<file path="src/common/flash_cfg_defines.svh">
`ifndef FLASH_CFG_DEFINES_SVH
`define FLASH_CFG_DEFINES_SVH

// =============================================================
// Opcodes
`define OP_LATCH_SET 8'h06
`define OP_LATCH_CLR 8'h04
`define OP_VOL_ENABLE 8'h50
`define OP_RD_SR1 8'h05
`define OP_RD_SR2 8'h35
`define OP_RD_SR3 8'h15
`define OP_WR_SR1 8'h01
`define OP_WR_SR2 8'h31
`define OP_WR_SR3 8'h11
`define OP_RD_UPPER 8'hC8
`define OP_WR_UPPER 8'hC5

// =============================================================
// Bit counts at chip select rise
`define BITS_OPCODE 5'h08
`define BITS_ONE_BYTE 5'h10
`define BITS_TWO_BYTE 5'h18

// =============================================================
// Field positions
`define SR1_BUSY 0
`define SR1_LATCH 1
`define SR1_STATUS_PROTECT_LOW 7
`define SR2_STATUS_PROTECT_HIGH 0
`define SR2_QE 1
`define SR2_SUS_B 2
`define SR2_LB_LO 3
`define SR2_LB_HI 5
`define SR2_CMP 6
`define SR2_SUS_A 7
`define SR3_ADS 0
`define SR3_ADP 1
`define SR3_DRV_LO 5
`define SR3_DRV_HI 6
`define SR3_HOLD 7

// =============================================================
// Writable masks and reset values
`define SR1_WR_MASK 8'hFC
`define SR2_WR_MASK 8'h43
`define SR3_WR_MASK 8'hE3
`define SR1_RESET 8'h00
`define SR2_RESET 8'h00
`define SR3_RESET 8'h00
`define UPPER_RESET 8'h00

// =============================================================
// Timing
`define CLK_PERIOD_NS 20
`define STATUS_WRITE_NS 5000000

`endif

</file>
<file path="src/common/flash_cfg_pkg.sv">
package flash_cfg_pkg;

    typedef struct packed {
        logic cs_n;
        logic sck;
        logic si;
        logic wp_n;
    } link_in_t;

    typedef enum logic [3:0] {
        ST_OPCODE = 4'b0001,
        ST_DATA_IN = 4'b0010,
        ST_DATA_OUT = 4'b0100,
        ST_SKIP = 4'b1000
    } link_state_t;

    typedef struct packed {
        logic [4:0] block_protect_field;
        logic protect_complement;
        logic quad_enable;
        logic current_addr_width;
        logic power_up_addr_width;
        logic [1:0] drive_strength;
        logic hold_reset_select;
    } cfg_out_t;

endpackage

</file>
<file path="src/logic/flash_cfg_status.sv">
`timescale 1ns/1ps
`include "flash_cfg_defines.svh"

// Function
// - Latch-set opcode sets the write latch.
// - Writes need the write latch (or, for status writes, volatile enable) set beforehand, else rejected.
// - Latch-set ignored while volatile status-write enable is active.
// - Volatile enable keeps the latch; next status write updates volatile copies only.
// - Volatile enable ignored while the write latch is set.
// - Software reset reloads volatile status bits from stored values; power-up reset loads the reset constants into both copies.
// - Latch-clear opcode clears the write latch.
// - Latch clears at power-up, reset, on completion of status writes and on write_done; upper address writes leave it set.
// - Status reads accepted anytime; each shifts out its register bits 7 to 0.
// - 01h takes one or two bytes; 31h and 11h take exactly one.
// - Status write changes only the listed writable bits, plus the stored security lock bits, which are ORed in.
// - Security lock bits are one-time programmable.
// - Status write needs prior latch-set or volatile enable.
// - Status write leaves suspend flags, latch and busy untouched.
// - Chip select must rise after 8 or 16 data bits, else discard.
// - Chip select rise starts timed write; busy high, then latch clears.
// - Hardware protected mode refuses all status writes.
// - Upper address read samples on rise, shifts out MSB first on fall.
// - Three-byte mode uses upper byte as address bits 31 to 24.
// - Upper address write accepted only with write latch set.
// - Upper address register clears at power-up and software reset.
// - Four-byte mode commands overwrite the upper byte register.
// - Status read repeats while chip select stays low.
// - All link bytes travel most significant bit first.
module flash_cfg_status #(
    parameter int unsigned TW_CYCLES =
        (`STATUS_WRITE_NS + `CLK_PERIOD_NS - 1) / `CLK_PERIOD_NS
) (
    // Clock and reset
    input wire logic ref_clk,
    input wire logic rst_n,
    // Link pins
    input wire flash_cfg_pkg::link_in_t link_in,
    output logic so_out,
    output logic so_oe,
    // Neighbouring command logic
    input wire logic soft_reset,
    input wire logic array_busy,
    input wire logic write_done,
    input wire logic suspend_a,
    input wire logic suspend_b,
    input wire logic addr_hi_valid,
    input wire logic [7:0] addr_hi_in,
    // Configuration to the array side
    output flash_cfg_pkg::cfg_out_t cfg_out,
    output logic write_latch,
    output logic busy_flag,
    output logic [7:0] array_addr_hi
);

    // =============================================================
    // Pin synchronisers and edges
    flash_cfg_pkg::link_in_t meta_ff;
    flash_cfg_pkg::link_in_t pin_ff;
    flash_cfg_pkg::link_in_t prev_ff;

    always_ff @(posedge ref_clk) begin
        if (!rst_n) begin
            meta_ff <= 4'hD;
            pin_ff <= 4'hD;
            prev_ff <= 4'hD;
        end else begin
            meta_ff <= link_in;
            pin_ff <= meta_ff;
            prev_ff <= pin_ff;
        end
    end

    logic sck_rise;
    logic sck_fall;
    logic cs_rise;
    logic cs_low;
    assign sck_rise = pin_ff.sck & ~prev_ff.sck;
    assign sck_fall = ~pin_ff.sck & prev_ff.sck;
    assign cs_rise = pin_ff.cs_n & ~prev_ff.cs_n;
    assign cs_low = ~pin_ff.cs_n;

    // =============================================================
    // Link shifter and command state
    flash_cfg_pkg::link_state_t state_ff;
    logic [4:0] cnt_ff;
    logic [7:0] rx_ff;
    logic [7:0] op_ff;
    logic [7:0] byte1_ff;
    logic [7:0] byte2_ff;
    logic [7:0] tx_ff;
    logic [7:0] nxt_rx;
    logic [7:0] sr1_view;
    logic [7:0] sr2_view;
    logic [7:0] sr3_view;
    logic [7:0] upper_ff;
    logic is_read_op;
    logic is_data_op;
    logic [7:0] read_sel;

    assign nxt_rx = {rx_ff[6:0], pin_ff.si};

    always_comb begin
        is_read_op = 1'b0;
        read_sel = 8'h00;
        unique case (nxt_rx)
            `OP_RD_SR1: begin
                is_read_op = 1'b1;
                read_sel = sr1_view;
            end
            `OP_RD_SR2: begin
                is_read_op = 1'b1;
                read_sel = sr2_view;
            end
            `OP_RD_SR3: begin
                is_read_op = 1'b1;
                read_sel = sr3_view;
            end
            `OP_RD_UPPER: begin
                is_read_op = 1'b1;
                read_sel = upper_ff;
            end
            default: begin
                is_read_op = 1'b0;
                read_sel = 8'h00;
            end
        endcase
    end

    assign is_data_op = (nxt_rx == `OP_WR_SR1) || (nxt_rx == `OP_WR_SR2)
        || (nxt_rx == `OP_WR_SR3) || (nxt_rx == `OP_WR_UPPER);

    always_ff @(posedge ref_clk) begin
        if (!rst_n || !cs_low) begin
            state_ff <= flash_cfg_pkg::ST_OPCODE;
            cnt_ff <= 5'h00;
            rx_ff <= 8'h00;
        end else if (sck_rise) begin
            rx_ff <= nxt_rx;
            if (cnt_ff != 5'h1F) begin
                cnt_ff <= cnt_ff + 5'h01;
            end
            if (state_ff == flash_cfg_pkg::ST_OPCODE && cnt_ff == 5'h07) begin
                if (is_read_op) begin
                    state_ff <= flash_cfg_pkg::ST_DATA_OUT;
                end else if (is_data_op) begin
                    state_ff <= flash_cfg_pkg::ST_DATA_IN;
                end else begin
                    state_ff <= flash_cfg_pkg::ST_SKIP;
                end
            end
        end
    end

    always_ff @(posedge ref_clk) begin
        if (!rst_n) begin
            op_ff <= 8'h00;
            byte1_ff <= 8'h00;
            byte2_ff <= 8'h00;
        end else if (cs_low && sck_rise) begin
            if (cnt_ff == 5'h07) begin
                op_ff <= nxt_rx;
            end
            if (cnt_ff == 5'h0F) begin
                byte1_ff <= nxt_rx;
            end
            if (cnt_ff == 5'h17) begin
                byte2_ff <= nxt_rx;
            end
        end
    end

    // =============================================================
    // Read shifter
    always_ff @(posedge ref_clk) begin
        if (!rst_n) begin
            tx_ff <= 8'h00;
            so_out <= 1'b0;
        end else if (cs_low && sck_rise && state_ff == flash_cfg_pkg::ST_OPCODE
                     && cnt_ff == 5'h07) begin
            tx_ff <= read_sel;
        end else if (cs_low && sck_fall && state_ff == flash_cfg_pkg::ST_DATA_OUT) begin
            // shift out on falling edge, MSB first
            so_out <= tx_ff[7];
            // byte rotates so the register repeats
            tx_ff <= {tx_ff[6:0], tx_ff[7]};
        end
    end

    assign so_oe = cs_low && (state_ff == flash_cfg_pkg::ST_DATA_OUT);

    // =============================================================
    // Frame-end decode
    logic busy_ff;
    logic wel_ff;
    logic vwe_ff;
    logic hw_protect;
    logic busy_any;
    logic op_len_ok;
    logic is_sr_write;
    logic sr_write_ok;
    logic latch_set_ok;
    logic vol_en_ok;
    logic latch_clr_ok;
    logic upper_wr_ok;
    logic wr_done_pulse;
    logic [7:0] vol1_ff;
    logic [7:0] vol2_ff;
    logic [7:0] vol3_ff;
    logic [7:0] nv1_ff;
    logic [7:0] nv2_ff;
    logic [7:0] nv3_ff;

    assign busy_any = busy_ff | array_busy;
    // protected while status_protect_low set, SR2_STATUS_PROTECT_HIGH clear and protect pin low
    assign hw_protect = vol1_ff[`SR1_STATUS_PROTECT_LOW] & ~vol2_ff[`SR2_STATUS_PROTECT_HIGH] & ~pin_ff.wp_n;
    assign is_sr_write = (op_ff == `OP_WR_SR1) || (op_ff == `OP_WR_SR2)
        || (op_ff == `OP_WR_SR3);

    always_comb begin
        op_len_ok = 1'b0;
        if (op_ff == `OP_WR_SR1) begin
            op_len_ok = (cnt_ff == `BITS_ONE_BYTE) || (cnt_ff == `BITS_TWO_BYTE);
        end else if (is_sr_write || op_ff == `OP_WR_UPPER) begin
            op_len_ok = (cnt_ff == `BITS_ONE_BYTE);
        end
    end

    // single-byte commands need exactly eight bits
    assign latch_set_ok = cs_rise && op_ff == `OP_LATCH_SET && cnt_ff == `BITS_OPCODE
        && !busy_any && !vwe_ff;
    assign latch_clr_ok = cs_rise && op_ff == `OP_LATCH_CLR && cnt_ff == `BITS_OPCODE
        && !busy_any;
    assign vol_en_ok = cs_rise && op_ff == `OP_VOL_ENABLE && cnt_ff == `BITS_OPCODE
        && !busy_any && !wel_ff;
    assign sr_write_ok = cs_rise && is_sr_write && op_len_ok && !busy_any
        && (wel_ff || vwe_ff) && !hw_protect;
    // upper byte write needs the latch
    assign upper_wr_ok = cs_rise && op_ff == `OP_WR_UPPER && op_len_ok
        && !busy_any && wel_ff;

    // =============================================================
    // Status write cycle timer
    logic [$clog2(TW_CYCLES + 1)-1:0] tw_cnt_ff;

    always_ff @(posedge ref_clk) begin
        if (!rst_n || soft_reset) begin
            busy_ff <= 1'b0;
            tw_cnt_ff <= '0;
        end else if (sr_write_ok && !vwe_ff) begin
            // self-timed cycle starts at chip select rise
            busy_ff <= 1'b1;
            tw_cnt_ff <= ($clog2(TW_CYCLES + 1))'(TW_CYCLES);
        end else if (busy_ff) begin
            tw_cnt_ff <= tw_cnt_ff - 1'b1;
            if (tw_cnt_ff == 1) begin
                busy_ff <= 1'b0;
            end
        end
    end

    assign wr_done_pulse = busy_ff && (tw_cnt_ff == 1);

    // =============================================================
    // Write latch and volatile enable
    always_ff @(posedge ref_clk) begin
        if (!rst_n || soft_reset) begin
            wel_ff <= 1'b0;
        end else if (wr_done_pulse || write_done || latch_clr_ok) begin
            // clear on latch-clear and completed writes
            wel_ff <= 1'b0;
        end else if (latch_set_ok) begin
            wel_ff <= 1'b1;
        end
    end

    always_ff @(posedge ref_clk) begin
        if (!rst_n || soft_reset) begin
            vwe_ff <= 1'b0;
        end else if (latch_clr_ok || sr_write_ok) begin
            vwe_ff <= 1'b0;
        end else if (vol_en_ok) begin
            vwe_ff <= 1'b1;
        end
    end

    // =============================================================
    // Status registers
    logic wr_sr1;
    logic wr_sr2;
    logic wr_sr3;
    logic [7:0] sr2_data;
    assign wr_sr1 = sr_write_ok && op_ff == `OP_WR_SR1;
    assign wr_sr2 = sr_write_ok && ((op_ff == `OP_WR_SR1 && cnt_ff == `BITS_TWO_BYTE)
        || op_ff == `OP_WR_SR2);
    assign wr_sr3 = sr_write_ok && op_ff == `OP_WR_SR3;
    assign sr2_data = (op_ff == `OP_WR_SR2) ? byte1_ff : byte2_ff;

    always_ff @(posedge ref_clk) begin
        if (!rst_n) begin
            nv1_ff <= `SR1_RESET;
            nv2_ff <= `SR2_RESET;
            nv3_ff <= `SR3_RESET;
        end else if (!vwe_ff) begin
            if (wr_sr1) begin
                nv1_ff <= (nv1_ff & ~`SR1_WR_MASK) | (byte1_ff & `SR1_WR_MASK);
            end
            if (wr_sr2) begin
                nv2_ff <= (nv2_ff & ~`SR2_WR_MASK) | (sr2_data & `SR2_WR_MASK);
                nv2_ff[`SR2_LB_HI:`SR2_LB_LO] <= nv2_ff[`SR2_LB_HI:`SR2_LB_LO]
                    | sr2_data[`SR2_LB_HI:`SR2_LB_LO];
            end
            if (wr_sr3) begin
                nv3_ff <= (nv3_ff & ~`SR3_WR_MASK) | (byte1_ff & `SR3_WR_MASK);
            end
        end
    end

    always_ff @(posedge ref_clk) begin
        if (!rst_n) begin
            vol1_ff <= `SR1_RESET;
            vol2_ff <= `SR2_RESET;
            vol3_ff <= `SR3_RESET;
        end else if (soft_reset) begin
            // reload volatile copies from stored values
            vol1_ff <= nv1_ff;
            vol2_ff <= nv2_ff;
            vol3_ff <= nv3_ff;
        end else begin
            if (wr_sr1) begin
                vol1_ff <= (vol1_ff & ~`SR1_WR_MASK) | (byte1_ff & `SR1_WR_MASK);
            end
            if (wr_sr2) begin
                vol2_ff <= (vol2_ff & ~`SR2_WR_MASK) | (sr2_data & `SR2_WR_MASK);
            end
            if (wr_sr3) begin
                vol3_ff <= (vol3_ff & ~`SR3_WR_MASK) | (byte1_ff & `SR3_WR_MASK);
            end
        end
    end

    // suspend, latch and busy come from their own sources
    assign sr1_view = {vol1_ff[7:2], wel_ff, busy_any};
    assign sr2_view = {suspend_a, vol2_ff[`SR2_CMP], nv2_ff[`SR2_LB_HI:`SR2_LB_LO],
        suspend_b, vol2_ff[`SR2_QE], vol2_ff[`SR2_STATUS_PROTECT_HIGH]};
    assign sr3_view = vol3_ff & `SR3_WR_MASK;

    // =============================================================
    // Upper address byte
    always_ff @(posedge ref_clk) begin
        if (!rst_n || soft_reset) begin
            // cleared on power-up and software reset
            upper_ff <= `UPPER_RESET;
        end else if (upper_wr_ok) begin
            upper_ff <= byte1_ff;
        end else if (addr_hi_valid && vol3_ff[`SR3_ADS]) begin
            upper_ff <= addr_hi_in;
        end
    end

    // three-byte mode supplies bits 31 to 24
    always_ff @(posedge ref_clk) begin
        if (!rst_n) begin
            array_addr_hi <= 8'h00;
        end else begin
            array_addr_hi <= vol3_ff[`SR3_ADS] ? addr_hi_in : upper_ff;
        end
    end

    // =============================================================
    // Outputs
    always_ff @(posedge ref_clk) begin
        if (!rst_n) begin
            cfg_out <= '0;
            write_latch <= 1'b0;
            busy_flag <= 1'b0;
        end else begin
            cfg_out.block_protect_field <= vol1_ff[6:2];
            cfg_out.protect_complement <= vol2_ff[`SR2_CMP];
            cfg_out.quad_enable <= vol2_ff[`SR2_QE];
            cfg_out.current_addr_width <= vol3_ff[`SR3_ADS];
            cfg_out.power_up_addr_width <= vol3_ff[`SR3_ADP];
            cfg_out.drive_strength <= vol3_ff[`SR3_DRV_HI:`SR3_DRV_LO];
            cfg_out.hold_reset_select <= vol3_ff[`SR3_HOLD];
            write_latch <= wel_ff;
            busy_flag <= busy_any;
        end
    end
endmodule

</file>
<file path="config.mk">
export PLATFORM = sky130hd
export DESIGN_NAME = flash_cfg_status
export DESIGN_NICKNAME = d
export VERILOG_FILES = /design/src/common/flash_cfg_pkg.sv /design/src/logic/flash_cfg_status.sv
export VERILOG_INCLUDE_DIRS = /design/src /design/src/common
export SDC_FILE = /design/constraint.sdc
export NUM_CORES = 1
export LEC_CHECK = 0
export BUFFER_PORTS_ARGS = -buffer_cell sky130_fd_sc_hd__buf_4
export CAP_MARGIN = 20
export CORE_UTILIZATION = 47
export DETAILED_ROUTE_END_ITERATION = 12
export GPL_TIMING_DRIVEN = 1
export SYNTH_ARGS = -nofsm -noshare
export SYNTH_HDL_FRONTEND = slang
export SYNTH_SLANG_ARGS = --single-unit
</file>
<file path="constraint.sdc">
create_clock -name ref_clk -period 3 [get_ports ref_clk]
set_clock_uncertainty 0.15 [all_clocks]
set_input_delay 0.6 -clock ref_clk [delete_from_list [all_inputs] [get_ports ref_clk]]
set_output_delay 0.6 -clock ref_clk [all_outputs]
set_load 0.02 [all_outputs]
</file>
# --- Word-level counts from Yosys, hierarchy flattened ---
# Cells that the tools add are included.
totals:
  word_cells: 183
  register_bits: 157
  output_inout_bits: 24
  in_bits: 20
classes:
  eq_ne: 25
  reduce_logical: 72
  bitwise_logic: 21
  n_mux: 23
  addsub: 2
op_table:
  columns: ["operator", "n"]
  rows:
  - ["$mux 8", 11]
  - ["$mux 18", 2]
  - ["$logic_and 1x1->1", 34]
  - ["$pmux 8 s4", 1]
  - ["$eq 8x3->1 const B", 3]
  - ["$eq 8x5->1 const B", 3]
  - ["$eq 8x6->1 const B", 3]
  - ["$eq 8x8->1 const B", 3]
  - ["$eq 18x1->1 const B", 1]
  - ["$reduce_and 2->1", 9]
  - ["$sub 18x1->18 const B", 1]
  - ["$eq 8x1->1 const B", 2]
  - ["$or 2x8->8", 2]
  - ["$or 5x8->8", 2]
  - ["$or 8x7->8", 2]
  - ["$eq 5x5->1 const B", 3]
  - ["$logic_or 1x1->1", 14]
  - ["$reduce_bool 2->1", 6]
  - ["$eq 5x4->1 const B", 2]
  - ["$eq 8x7->1 const B", 1]
  - ["$mux 4", 2]
  - ["$not 1->1", 8]
  - ["$mux 7", 1]
  - ["$mux 1", 6]
  - ["11 further kinds", 21]

# --- Depth between registers and ports, before layout ---
# Gate-level depths: netlist (run 1).
logic_depth:
  depth_word: 13
  mapped_depth: 9
  ltp_nobuf: 7

# --- Least setup slack after synthesis (run 1) ---
# Ideal clock, no wire load.
synth_path:
  path_kind: "flip-flop to flip-flop"
  from: "register op_ff[5]"
  to: "register upper_ff[0]"
  setup_time_ns: 0.133
  t_required_ns: 2.717
  stages_incl_launch_ff: 7
  arrival_time_ns: 2.213
  path_buffers: 1
  setup_slack_ns: 0.505
  synth_period_minus_slack_ns: 2.495
  cell_sequence: "dfxtp_1 > buf_6 > or4b_4 > or3_4 > a2111oi_4 > mux2i_1 > nor2_2"
synth_via:
  elab_chain_len: 10
  word_cells_on_any_way: 15
  classes_between: "4 x eq/ne; 3 x mux; 8 x reduce/logical"
synth_lines:
  columns: ["element", "line_no", "text"]
  rows:
  - ["start: declaration", "flash_cfg_status.sv:87", "logic [7:0] op_ff;"]
  - ["start signal: assignment", "flash_cfg_status.sv:161", "op_ff <= nxt_rx;"]
  - ["$eq 8x1->1 (no line) / $eq 8x6->1 (equally long branches)", null, null]
  - ["$logic_or 1x1->1 (2 in series)", "flash_cfg_status.sv:216", "assign is_sr_write = (op_ff == `OP_WR_SR1) || (op_ff == `OP_WR_SR2)"]
  - ["$logic_or 1x1->1 (no line)", null, null]
  - ["$mux 1", "flash_cfg_status.sv:223", "end else if (is_sr_write || op_ff == `OP_WR_UPPER) begin"]
  - ["$mux 1", "flash_cfg_status.sv:221", "if (op_ff == `OP_WR_SR1) begin"]
  - ["$logic_and 1x1->1 (*) (3 in series)", "flash_cfg_status.sv:238", "assign upper_wr_ok = cs_rise && op_ff == `OP_WR_UPPER && op_len_ok"]
  - ["$mux 8 / $reduce_bool 2->1 (equally long branches)", null, null]
  - ["end signal: assignment", "flash_cfg_status.sv:352", "upper_ff <= `UPPER_RESET;"]
  - ["end signal: assignment", "flash_cfg_status.sv:354", "upper_ff <= byte1_ff;"]
  - ["end signal: assignment", "flash_cfg_status.sv:356", "upper_ff <= addr_hi_in;"]
  - ["end: declaration", "flash_cfg_status.sv:95", "logic [7:0] upper_ff;"]
# Every way passes the cells marked *; elsewhere a longest branch is shown, timed or not.
# A chain may end at the register's enable or synchronous reset.

# --- Worst setup path in the final report (run 1) ---
layout_path:
  from: "register cnt_ff[0]"
  to: "register nv2_ff[6]"
layout_via:
  elab_chain_len: 9
  word_cells_on_any_way: 13
  classes_between: "2 x eq/ne; 2 x mux; 9 x reduce/logical"
layout_lines:
  columns: ["element", "line_no", "text"]
  rows:
  - ["start: declaration", "flash_cfg_status.sv:85", "logic [4:0] cnt_ff;"]
  - ["start signal: assignment", "flash_cfg_status.sv:140", "cnt_ff <= cnt_ff + 5'h01;"]
  - ["$eq 5x5->1 (no line)", null, null]
  - ["$mux 1 / $logic_or 1x1->1 (equally long branches)", "flash_cfg_status.sv:223, flash_cfg_status.sv:222", null]
  - ["$mux 1", "flash_cfg_status.sv:221", null]
  - ["$logic_and 1x1->1 (2 in series)", "flash_cfg_status.sv:235", "assign sr_write_ok = cs_rise && is_sr_write && op_len_ok && !busy_any"]
  - ["$logic_and 1x1->1 (2 in series)", "flash_cfg_status.sv:236", "&& (wel_ff || vwe_ff) && !hw_protect;"]
  - ["$logic_and 1x1->1 (*)", "flash_cfg_status.sv:293", "assign wr_sr2 = sr_write_ok && ((op_ff == `OP_WR_SR1 && cnt_ff == `BITS_TWO_BYTE)"]
  - ["$reduce_and 2->1 (no line) (*)", null, null]
  - ["end signal: assignment", "flash_cfg_status.sv:301", "nv2_ff <= `SR2_RESET;"]
  - ["end signal: assignment", "flash_cfg_status.sv:308", "nv2_ff <= (nv2_ff & ~`SR2_WR_MASK) | (sr2_data & `SR2_WR_MASK);"]
  - ["end signal: indexed assignment", "flash_cfg_status.sv:309", "nv2_ff[`SR2_LB_HI:`SR2_LB_LO] <= nv2_ff[`SR2_LB_HI:`SR2_LB_LO]"]
  - ["end: declaration", "flash_cfg_status.sv:210", "logic [7:0] nv2_ff;"]
# Marked as above.

==> impl_metrics.ini, run 1 <==
[die]
die_area_um2 = 13200
initial_core_util = 0.491
chipHeight_um = 115
ioPinCount = 44
rows = 40
die_x_um = 115
core-area_um2 = 12200

[pwr]
switching_share = 0.222
power_density_nw_per_um2 = 572
p_seq_frac = 0.465
ir_drop_uv = 299
p_switching_mw = 0.901
p_leak_nw = 2.58
power.share.combinational = 0.034
power.internal_mw = 3.15
clkPwrFrac = 0.501

[sta]
worst_slew_pin_slew_ns = 0.633
clock.fmax_mhz = 378
min_period_over_period = 0.881
hold_viol_final = 0
finalSetupTns_ns = 0
rsz0062_at_grt = no
drv_slew = 0
relSlewSlack = 0.577
setup_viol_count_final = 0
fin_crit_ns = 2.64

[routing]
dr_wl_met2_um = 6480
drc = 0
dr.first_iter.drc_count = 244
wl_per_cell_um = 16.3
dr.pass1.iters = 5
vias_per_cell = 5.42
ant_nets = 0
top_layer = met4
vias = 4698
wl_met1_um = 6720
route.met3.wl_um = 628
wl_um = 14100

[placement]
gp_congestion = 0.825
post_dp_cell_area_um2 = 6510
placed_cells = 834
hpwlAfterDp_um = 10200
portBuffers = 43

[global_routing]
grtUsageTotal = 0.231
overflow = 0
antenna_found_initial = 0
grt_max_degree = 86
grt_pass1_wl_um = 23000
grt_pass1_vias = 4506

[layout]
final.fill_count = 1138
final_util = 0.580
design_area_um2 = 7090
drive_above_1_share = 0.175
final_cells = 866
diodes = 0
fin_nets = 711
area.growth.synth_to_final_pct = 18.1

[clocking]
post_cts_resized = 0
ctsHoldBuffers = 0
insertion_delay_ns = 0.42
root_buffer = clkbuf_16
postCtsSetupBuffers = 0
clockBufferDepth = 2
htreeDepth = 4
clk_pin_slew_worst_paths_ns = 0.06
cts_sinks = 139
cts_made_buffers = 17
cts_tree = built

[synthesis]
async_flop_share = 0
synth_cell_types = 57
ys_warn_count = 0
synthesis.nets = 671
synth_top_flop_cell = dfxtp_1
syn_inst = 645
syn-cell-area_um2 = 6000
ys_seq_elements = 139
synth_seq_area_share = 0.464
synth_edf_count = 0
syn_area_per_cell_um2 = 9.30

[setup_path]
worst-path-max-fanout = 9
cp-start-kind = flip-flop
critPathCaptureType = flip-flop
worstPathArrival_ns = 2.81
crit_required_ns = 3.17
path_class = flip-flop to flip-flop

[run_status]
outcome = complete, no violations

[flow_run]
cap_violations = 0

[min_path]
hold_path.class = primary input to flip-flop
Yosys cell counts (all sizes together) (16+ instances only):
| cell type | number | area [um2] |
|---|---|---|
| dfxtp | 139 | 2780 |
| o21ai | 32 | 160 |
| nor2 | 59 | 241 |
| nor3 | 18 | 95.1 |
| a21oi | 39 | 195 |
| clkbuf | 34 | 128 |
| nor2b | 35 | 219 |
| nand3 | 21 | 105 |
| mux2i | 48 | 480 |
| and2 | 16 | 100 |
| nand2 | 41 | 154 |
metrics by stage:
step | hold WS (ns) | power [mW] | worst slack, ns
after floorplan | 0.236 | 2.01 | 0.505
after global placement | 0.239 | 2.06 | 0.442
after detailed placement | 0.244 | 2.06 | 0.350
after CTS | 0.191 | 4.10 | 0.358
after global routing | 0.191 | 4.18 | 0.210
final | 0.201 | 4.05 | 0.357
logic make-up after synthesis:
kind of cell,share of synthesized area
simple gates,0.241
xor+xnor,0.0277
compound gates,0.120
flops,0.464
buf+inv,0.0300
mux,0.104
fa+ha+maj,0.0125
cell type report:
class | count | area [um2] | area share
multi-input combinational | 460 | 3040 | 0.428
sequential | 139 | 2780 | 0.393
timing repair buffer | 58 | 448 | 0.0632
clock buffer | 17 | 425 | 0.0600
tap | 168 | 210 | 0.0297
clock inverter | 15 | 150 | 0.0212
inverter | 9 | 33.8 | 0.00477
worst max-delay path: stages, from the launching register on:
cell      delay, ns
dfxtp_1        0.34
inv_1          0.07
ha_1           0.15
nand3b_1       0.17
or4b_1         0.63
or3_1          0.48
or2_1          0.32
a31o_1         0.22
placed cells by master, fill, tap and decap left out, types with 17 or more instances in the layout:
cell         n
mux2i_1     48
a21oi_1     39
nor3_1      17
nor2b_1     35
clkbuf_16   17
o21ai_0     30
nor2_1      51
buf_4       57
nand2_1     41
nand3_1     21
dfxtp_1    139
per-layer routing:
metal | vias to the layer above | track usage
met5 | - | 0
met4 | 0 | 0.0970
met3 | 18 | 0.0522
met2 | 112 | 0.366
met1 | 2202 | 0.305
li1 | 2366 | -
sequential cells by signal (all words and copies together), names as in the netlist, 4 cells and up:
signal         flops
vol3_ff            5
state_ff           4
tw_cnt_ff         18
nv1_ff             6
vol1_ff            6
upper_ff           8
op_ff              8
nv2_ff             6
nv3_ff             5
meta_ff            4
cnt_ff             5
byte1_ff           8
array_addr_hi      8
cfg_out           12
tx_ff              8
rx_ff              7
byte2_ff           6
power by group through the flow:
stage	combinational (mW)	clock (mW)	sequential (mW)
4_1_cts	0.140	2.07	1.88
5_1_grt	0.152	2.15	1.89
3_3_place_gp	0.138	0	1.93
2_1_floorplan	0.0814	0	1.93
3_5_place_dp	0.140	0	1.93
6_report	0.138	2.03	1.88
final timing paths:
kind	startpoint	endpoint	slack [ns]	cells after the start
worst max-delay path	cnt_ff[0]	nv2_ff[6]	0.36	7
worst max register to register	cnt_ff[0]	nv2_ff[6]	0.36	7
worst min register to register	meta_ff[0]	pin_ff[0]	0.25	1
worst min-delay path	write_done	wel_ff	0.20	2
No activity file was read; power rests on OpenSTA's default activity.
==> run 2: changes to the inputs <==
- GPL_ROUTABILITY_DRIVEN: unset -> 0
- clock period: 3 -> 3.4 ns (I/O delays scaled with it)
==> run 2 against run 1 <==
Compared with the run above:
- core utilization is 0.11 points higher
- non-clock buffer count unchanged
- cell count unchanged
- maximum frequency down 4.5%
- worst setup slack better by 0.28 ns
- clock-buffer cell count increased by 9
- die area unchanged
- global-route usage up 0.35 points
- combinational power decreased by 12%
- first-iteration DRC count grew 44%
- wire length up 2.3%
- critical path type unchanged
- largest cell class unchanged
- largest power group unchanged
==> impl_metrics.ini, run 2 (same netlist as run 1, synthesis figures left out) <==
[run_status]
outcome = complete, no violations

[global_routing]
overflow = 0
grt_max_degree = 45
antenna_found_initial = 0
grt_pass1_wl_um = 23200
grtUsageTotal = 0.235
grt_pass1_vias = 4396

[sta]
worst_slew_pin_slew_ns = 0.638
hold_viol_final = 0
min_period_over_period = 0.814
fin_crit_ns = 2.77
clock.fmax_mhz = 362
setup_viol_count_final = 0
relSlewSlack = 0.574
finalSetupTns_ns = 0
holdWs_ns = 0.256
rsz0062_at_grt = no
drv_slew = 0

[routing]
vias = 4764
wl_um = 14400
vias_per_cell = 5.50
dr.pass1.iters = 5
dr.first_iter.drc_count = 351
ant_nets = 0
drc = 0
wl_per_cell_um = 16.7

[clocking]
ctsHoldBuffers = 0
cts_sinks = 139
postCtsSetupBuffers = 0
htreeDepth = 4
post_cts_resized = 0
cts_tree = built
cts_made_buffers = 17
clockBufferDepth = 2
insertion_delay_ns = 0.43
root_buffer = clkbuf_16
clk_pin_slew_worst_paths_ns = 0.06

[setup_path]
crit_required_ns = 3.57
path_class = flip-flop to flip-flop
cp-startpoint = cnt_ff[0]
cp-start-kind = flip-flop
worst-path-max-fanout = 16
rr_startpoint = cnt_ff[0]
critPathCaptureType = flip-flop
r2r_slack_ns = 0.63
worstPathArrival_ns = 2.94

[flow_run]
cap_violations = 0

[layout]
drive_above_1_share = 0.170
diodes = 0
largest_register_ffs = 18
top_regs = tw_cnt_ff x18, cfg_out x12
fin_nets = 711
mostFrequentLayoutCell = dfxtp_1
area.growth.synth_to_final_pct = 18.4
final.fill_count = 1109
final_cell_mix = 139 x dfxtp_1, 58 x buf_4, 51 x nor2_1
largest_register = tw_cnt_ff

[placement]
hpwlAfterDp_um = 10100
portBuffers = 43

[pwr]
p_leak_nw = 2.60
power_mw = 3.66
ir_drop_uv = 414
power_density_nw_per_um2 = 515

[die]
chipHeight_um = 115
die_area_um2 = 13200
core-area_um2 = 12200
ioPinCount = 44
initial_core_util = 0.491
die_x_um = 115
rows = 40

[min_path]
hold_path.class = flip-flop to flip-flop
worstHoldStart = meta_ff[3]
## run 2: power breakdown
part / total [mW] / internal (mW) / switching (mW)
registers: 1.66 / 1.65 / 0.0149
clock network: 1.87 / 1.19 / 0.677
logic: 0.122 / 0.0559 / 0.0665
## run 2: area by class of cell
type / count / area, um2 / area share
clock inverters: 6 / 82.6 / 0.0116
flip-flops and latches: 139 / 2780 / 0.392
inverters: 9 / 33.8 / 0.00476
multi-input cells: 460 / 3040 / 0.428
clock buffers: 26 / 519 / 0.0731
repair buffers: 58 / 435 / 0.0613
well taps: 168 / 210 / 0.0296
## run 2: critical path: stages, from the launching register on
cell and delay (ns):
dfxtp_1 0.34, inv_1 0.07, ha_1 0.15, nand3b_1 0.16
or4b_1 0.61, or3_1 0.59, or2_1 0.36, a31o_1 0.22
## run 2: through the flow
stage | cells | instance area, um2 | utilization | worst slack [ns]
2_1_floorplan | 645 | 6000 | - | 0.878
3_3_place_gp | 834 | 6500 | 0.532 | 0.682
3_5_place_dp | 834 | 6500 | 0.532 | 0.621
4_1_cts | 866 | 7100 | 0.581 | 0.628
5_1_grt | 866 | 7100 | 0.581 | 0.524
6_report | 866 | 7100 | 0.581 | 0.634
## run 2: final timing paths
kind | cells after the start | endpoint
worst max-delay path | 7 | nv2_ff[0]
worst min-delay path | 1 | pin_ff[3]
worst max register to register | 7 | nv2_ff[0]
worst min register to register | 1 | pin_ff[3]
## run 2: routing by layer
layer  vias to the layer above  global-route usage  wire (um)  share of wire
li1                       2370                   -          -              -
met4                         0              0.0848        255          0.018
met3                        20              0.0664        669          0.046
met5                         -                   0          0              0
met2                       127               0.357       6460           0.45
met1                      2247               0.318       7030           0.49
==> run 3: changes to the inputs <==
- PLACE_DENSITY: unset -> 0.67
- clock period: 3.4 -> 2.4 ns (I/O delays scaled with it)
==> run 3 against run 2 <==
Compared with the run above:
- wire length down 1.3%
- worst setup slack lost 0.57 ns
- die area did not move
- highest routed layer unchanged
- sequential power rose by 42%
- largest power group unchanged
- sequential share of layout area fell by 1.1 points
- largest cell class unchanged
- hold slack lost 0.18 ns
- core utilization grew 1.8 points
==> impl_metrics.ini, run 3 (same netlist as run 1, synthesis figures left out) <==
[sta]
setup_viol_count_final = 0
setup_slack_ns = 0.0635
worst_slew_pin_slew_ns = 0.619
hold_viol_final = 0
fin_crit_ns = 2.34
drv_slew = 0
min_period_over_period = 0.974
clock.fmax_mhz = 428
relSlewSlack = 0.587

[setup_path]
crit_chain = inv_1 -> ha_1 -> nand3b_1 -> or4b_4 -> or3_4 -> buf_4 -> nor4b_2 -> a31o_1
path_class = flip-flop to flip-flop
crit_required_ns = 2.62
cp-start-kind = flip-flop
critPathMaxStageDelay_ns = 0.51
rr_startpoint = cnt_ff[1]
worstPathArrival_ns = 2.56
crit_family = simple AND/OR/NAND/NOR gates
cp_num_buf_inv = 2
critPathCaptureType = flip-flop
critical_path.slowest_cell = or4b_4
cp-startpoint = cnt_ff[1]
worstRegToRegCells = 8
worst-path-max-fanout = 6
crit_cells = 8

[routing]
wl_um = 14200
dr.first_iter.drc_count = 326
vias_per_cell = 5.48
wl_per_cell_um = 16.1
dr.pass1.iters = 6
drc = 0
vias = 4847
ant_nets = 0

[min_path]
worstHoldStart = write_done
min_path_cells = 2
hold_path.class = primary input to flip-flop

[clocking]
cts_made_buffers = 17
htreeDepth = 4
cts_tree = built
root_buffer = clkbuf_16
clk_pin_slew_worst_paths_ns = 0.06
cts_sinks = 139
insertion_delay_ns = 0.42
clockBufferDepth = 2
ctsHoldBuffers = 0

[global_routing]
grt_pass1_vias = 4596
grt_max_degree = 38
grtUsageTotal = 0.228
antenna_found_initial = 0
grt_pass1_wl_um = 22700
overflow = 0

[flow_run]
cap_violations = 0

[placement]
placed_cells = 853
pre_cts_slack_ns = -0.0246
hpwlAfterDp_um = 10200
portBuffers = 43

[layout]
diodes = 0
final.fill_count = 1074
fin_nets = 730
largest_register = tw_cnt_ff
final_cell_mix = 137 x dfxtp_1, 75 x buf_4, 51 x nor2_1
final_util = 0.599
top_regs = tw_cnt_ff x18, cfg_out x12
mostFrequentLayoutCell = dfxtp_1
final_cells = 884
multi_input_area_um2 = 3090
drive_above_1_share = 0.205
register_area_um2 = 2790
area.growth.synth_to_final_pct = 22.0
largest_register_ffs = 18

[die]
ioPinCount = 44
die_x_um = 115
chipHeight_um = 115
die_area_um2 = 13200
initial_core_util = 0.491
core-area_um2 = 12200
rows = 40

[run_status]
outcome = complete, no violations

[pwr]
power_mw = 5.19
p_leak_nw = 2.71
power_density_nw_per_um2 = 709
ir_drop_uv = 353
## run 3: cell types whose count changed in the layout (fill, tap and decap cells not counted), moves of 2 or more
cell | previous run | this run
nor4b_1 | 10 | 7
clkbuf_8 | 6 | 2
buf_12 | 0 | 2
clkbuf_1 | 3 | 1
clkinvlp_4 | 1 | 3
dfxtp_2 | 0 | 2
dfxtp_1 | 139 | 137
nor4b_4 | 0 | 2
clkinv_4 | 0 | 2
buf_4 | 58 | 75
## run 3: final timing paths
kind	end	slack (ns)
min	wel_ff	0.08
max reg2reg	nv2_ff[6]	0.06
max	nv2_ff[6]	0.06
min reg2reg	pin_ff[0]	0.26
## run 3: where the power goes
group | total (mW) | switching, mW | internal, mW
Combinational | 0.186 | 0.0993 | 0.0867
Sequential | 2.35 | 0.0182 | 2.34
Clock | 2.65 | 0.970 | 1.68
## run 3: metal layers
metal  share of wire  wire (um)  global-route usage
met3           0.045        641              0.0490
met2            0.46       6560               0.363
met1            0.47       6700               0.294
met4           0.023        334               0.106
met5               0          0                   0
## run 3: cell type report
type / count / area share
Timing Repair Buffer: 77 / 0.0824
Multi-Input combinational cell: 460 / 0.422
Clock inverter: 11 / 0.0198
Inverter: 9 / 0.00462
Sequential cell: 139 / 0.381
Tap cell: 168 / 0.0287
Clock buffer: 20 / 0.0624
## run 3: what timing repair did
item                                    in CTS  in global routing
buffers inserted                             0                  0
gates resized for setup                      1                  8
pin swaps                                    0                  1
endpoints found under the setup margin       1                 15
cloned                                       0                  0
## run 3: per-stage QoR
step | hold WS [ns] | TNS (ns) | cell area (um2)
2_1_floorplan | 0.236 | -0.0795 | 6000
3_5_place_dp | 0.248 | -0.0740 | 6670
5_1_grt | 0.0778 | -0.00579 | 7320
3_3_place_gp | 0.243 | 0 | 6670
6_report | 0.0761 | 0 | 7320
4_1_cts | 0.0756 | 0 | 7280
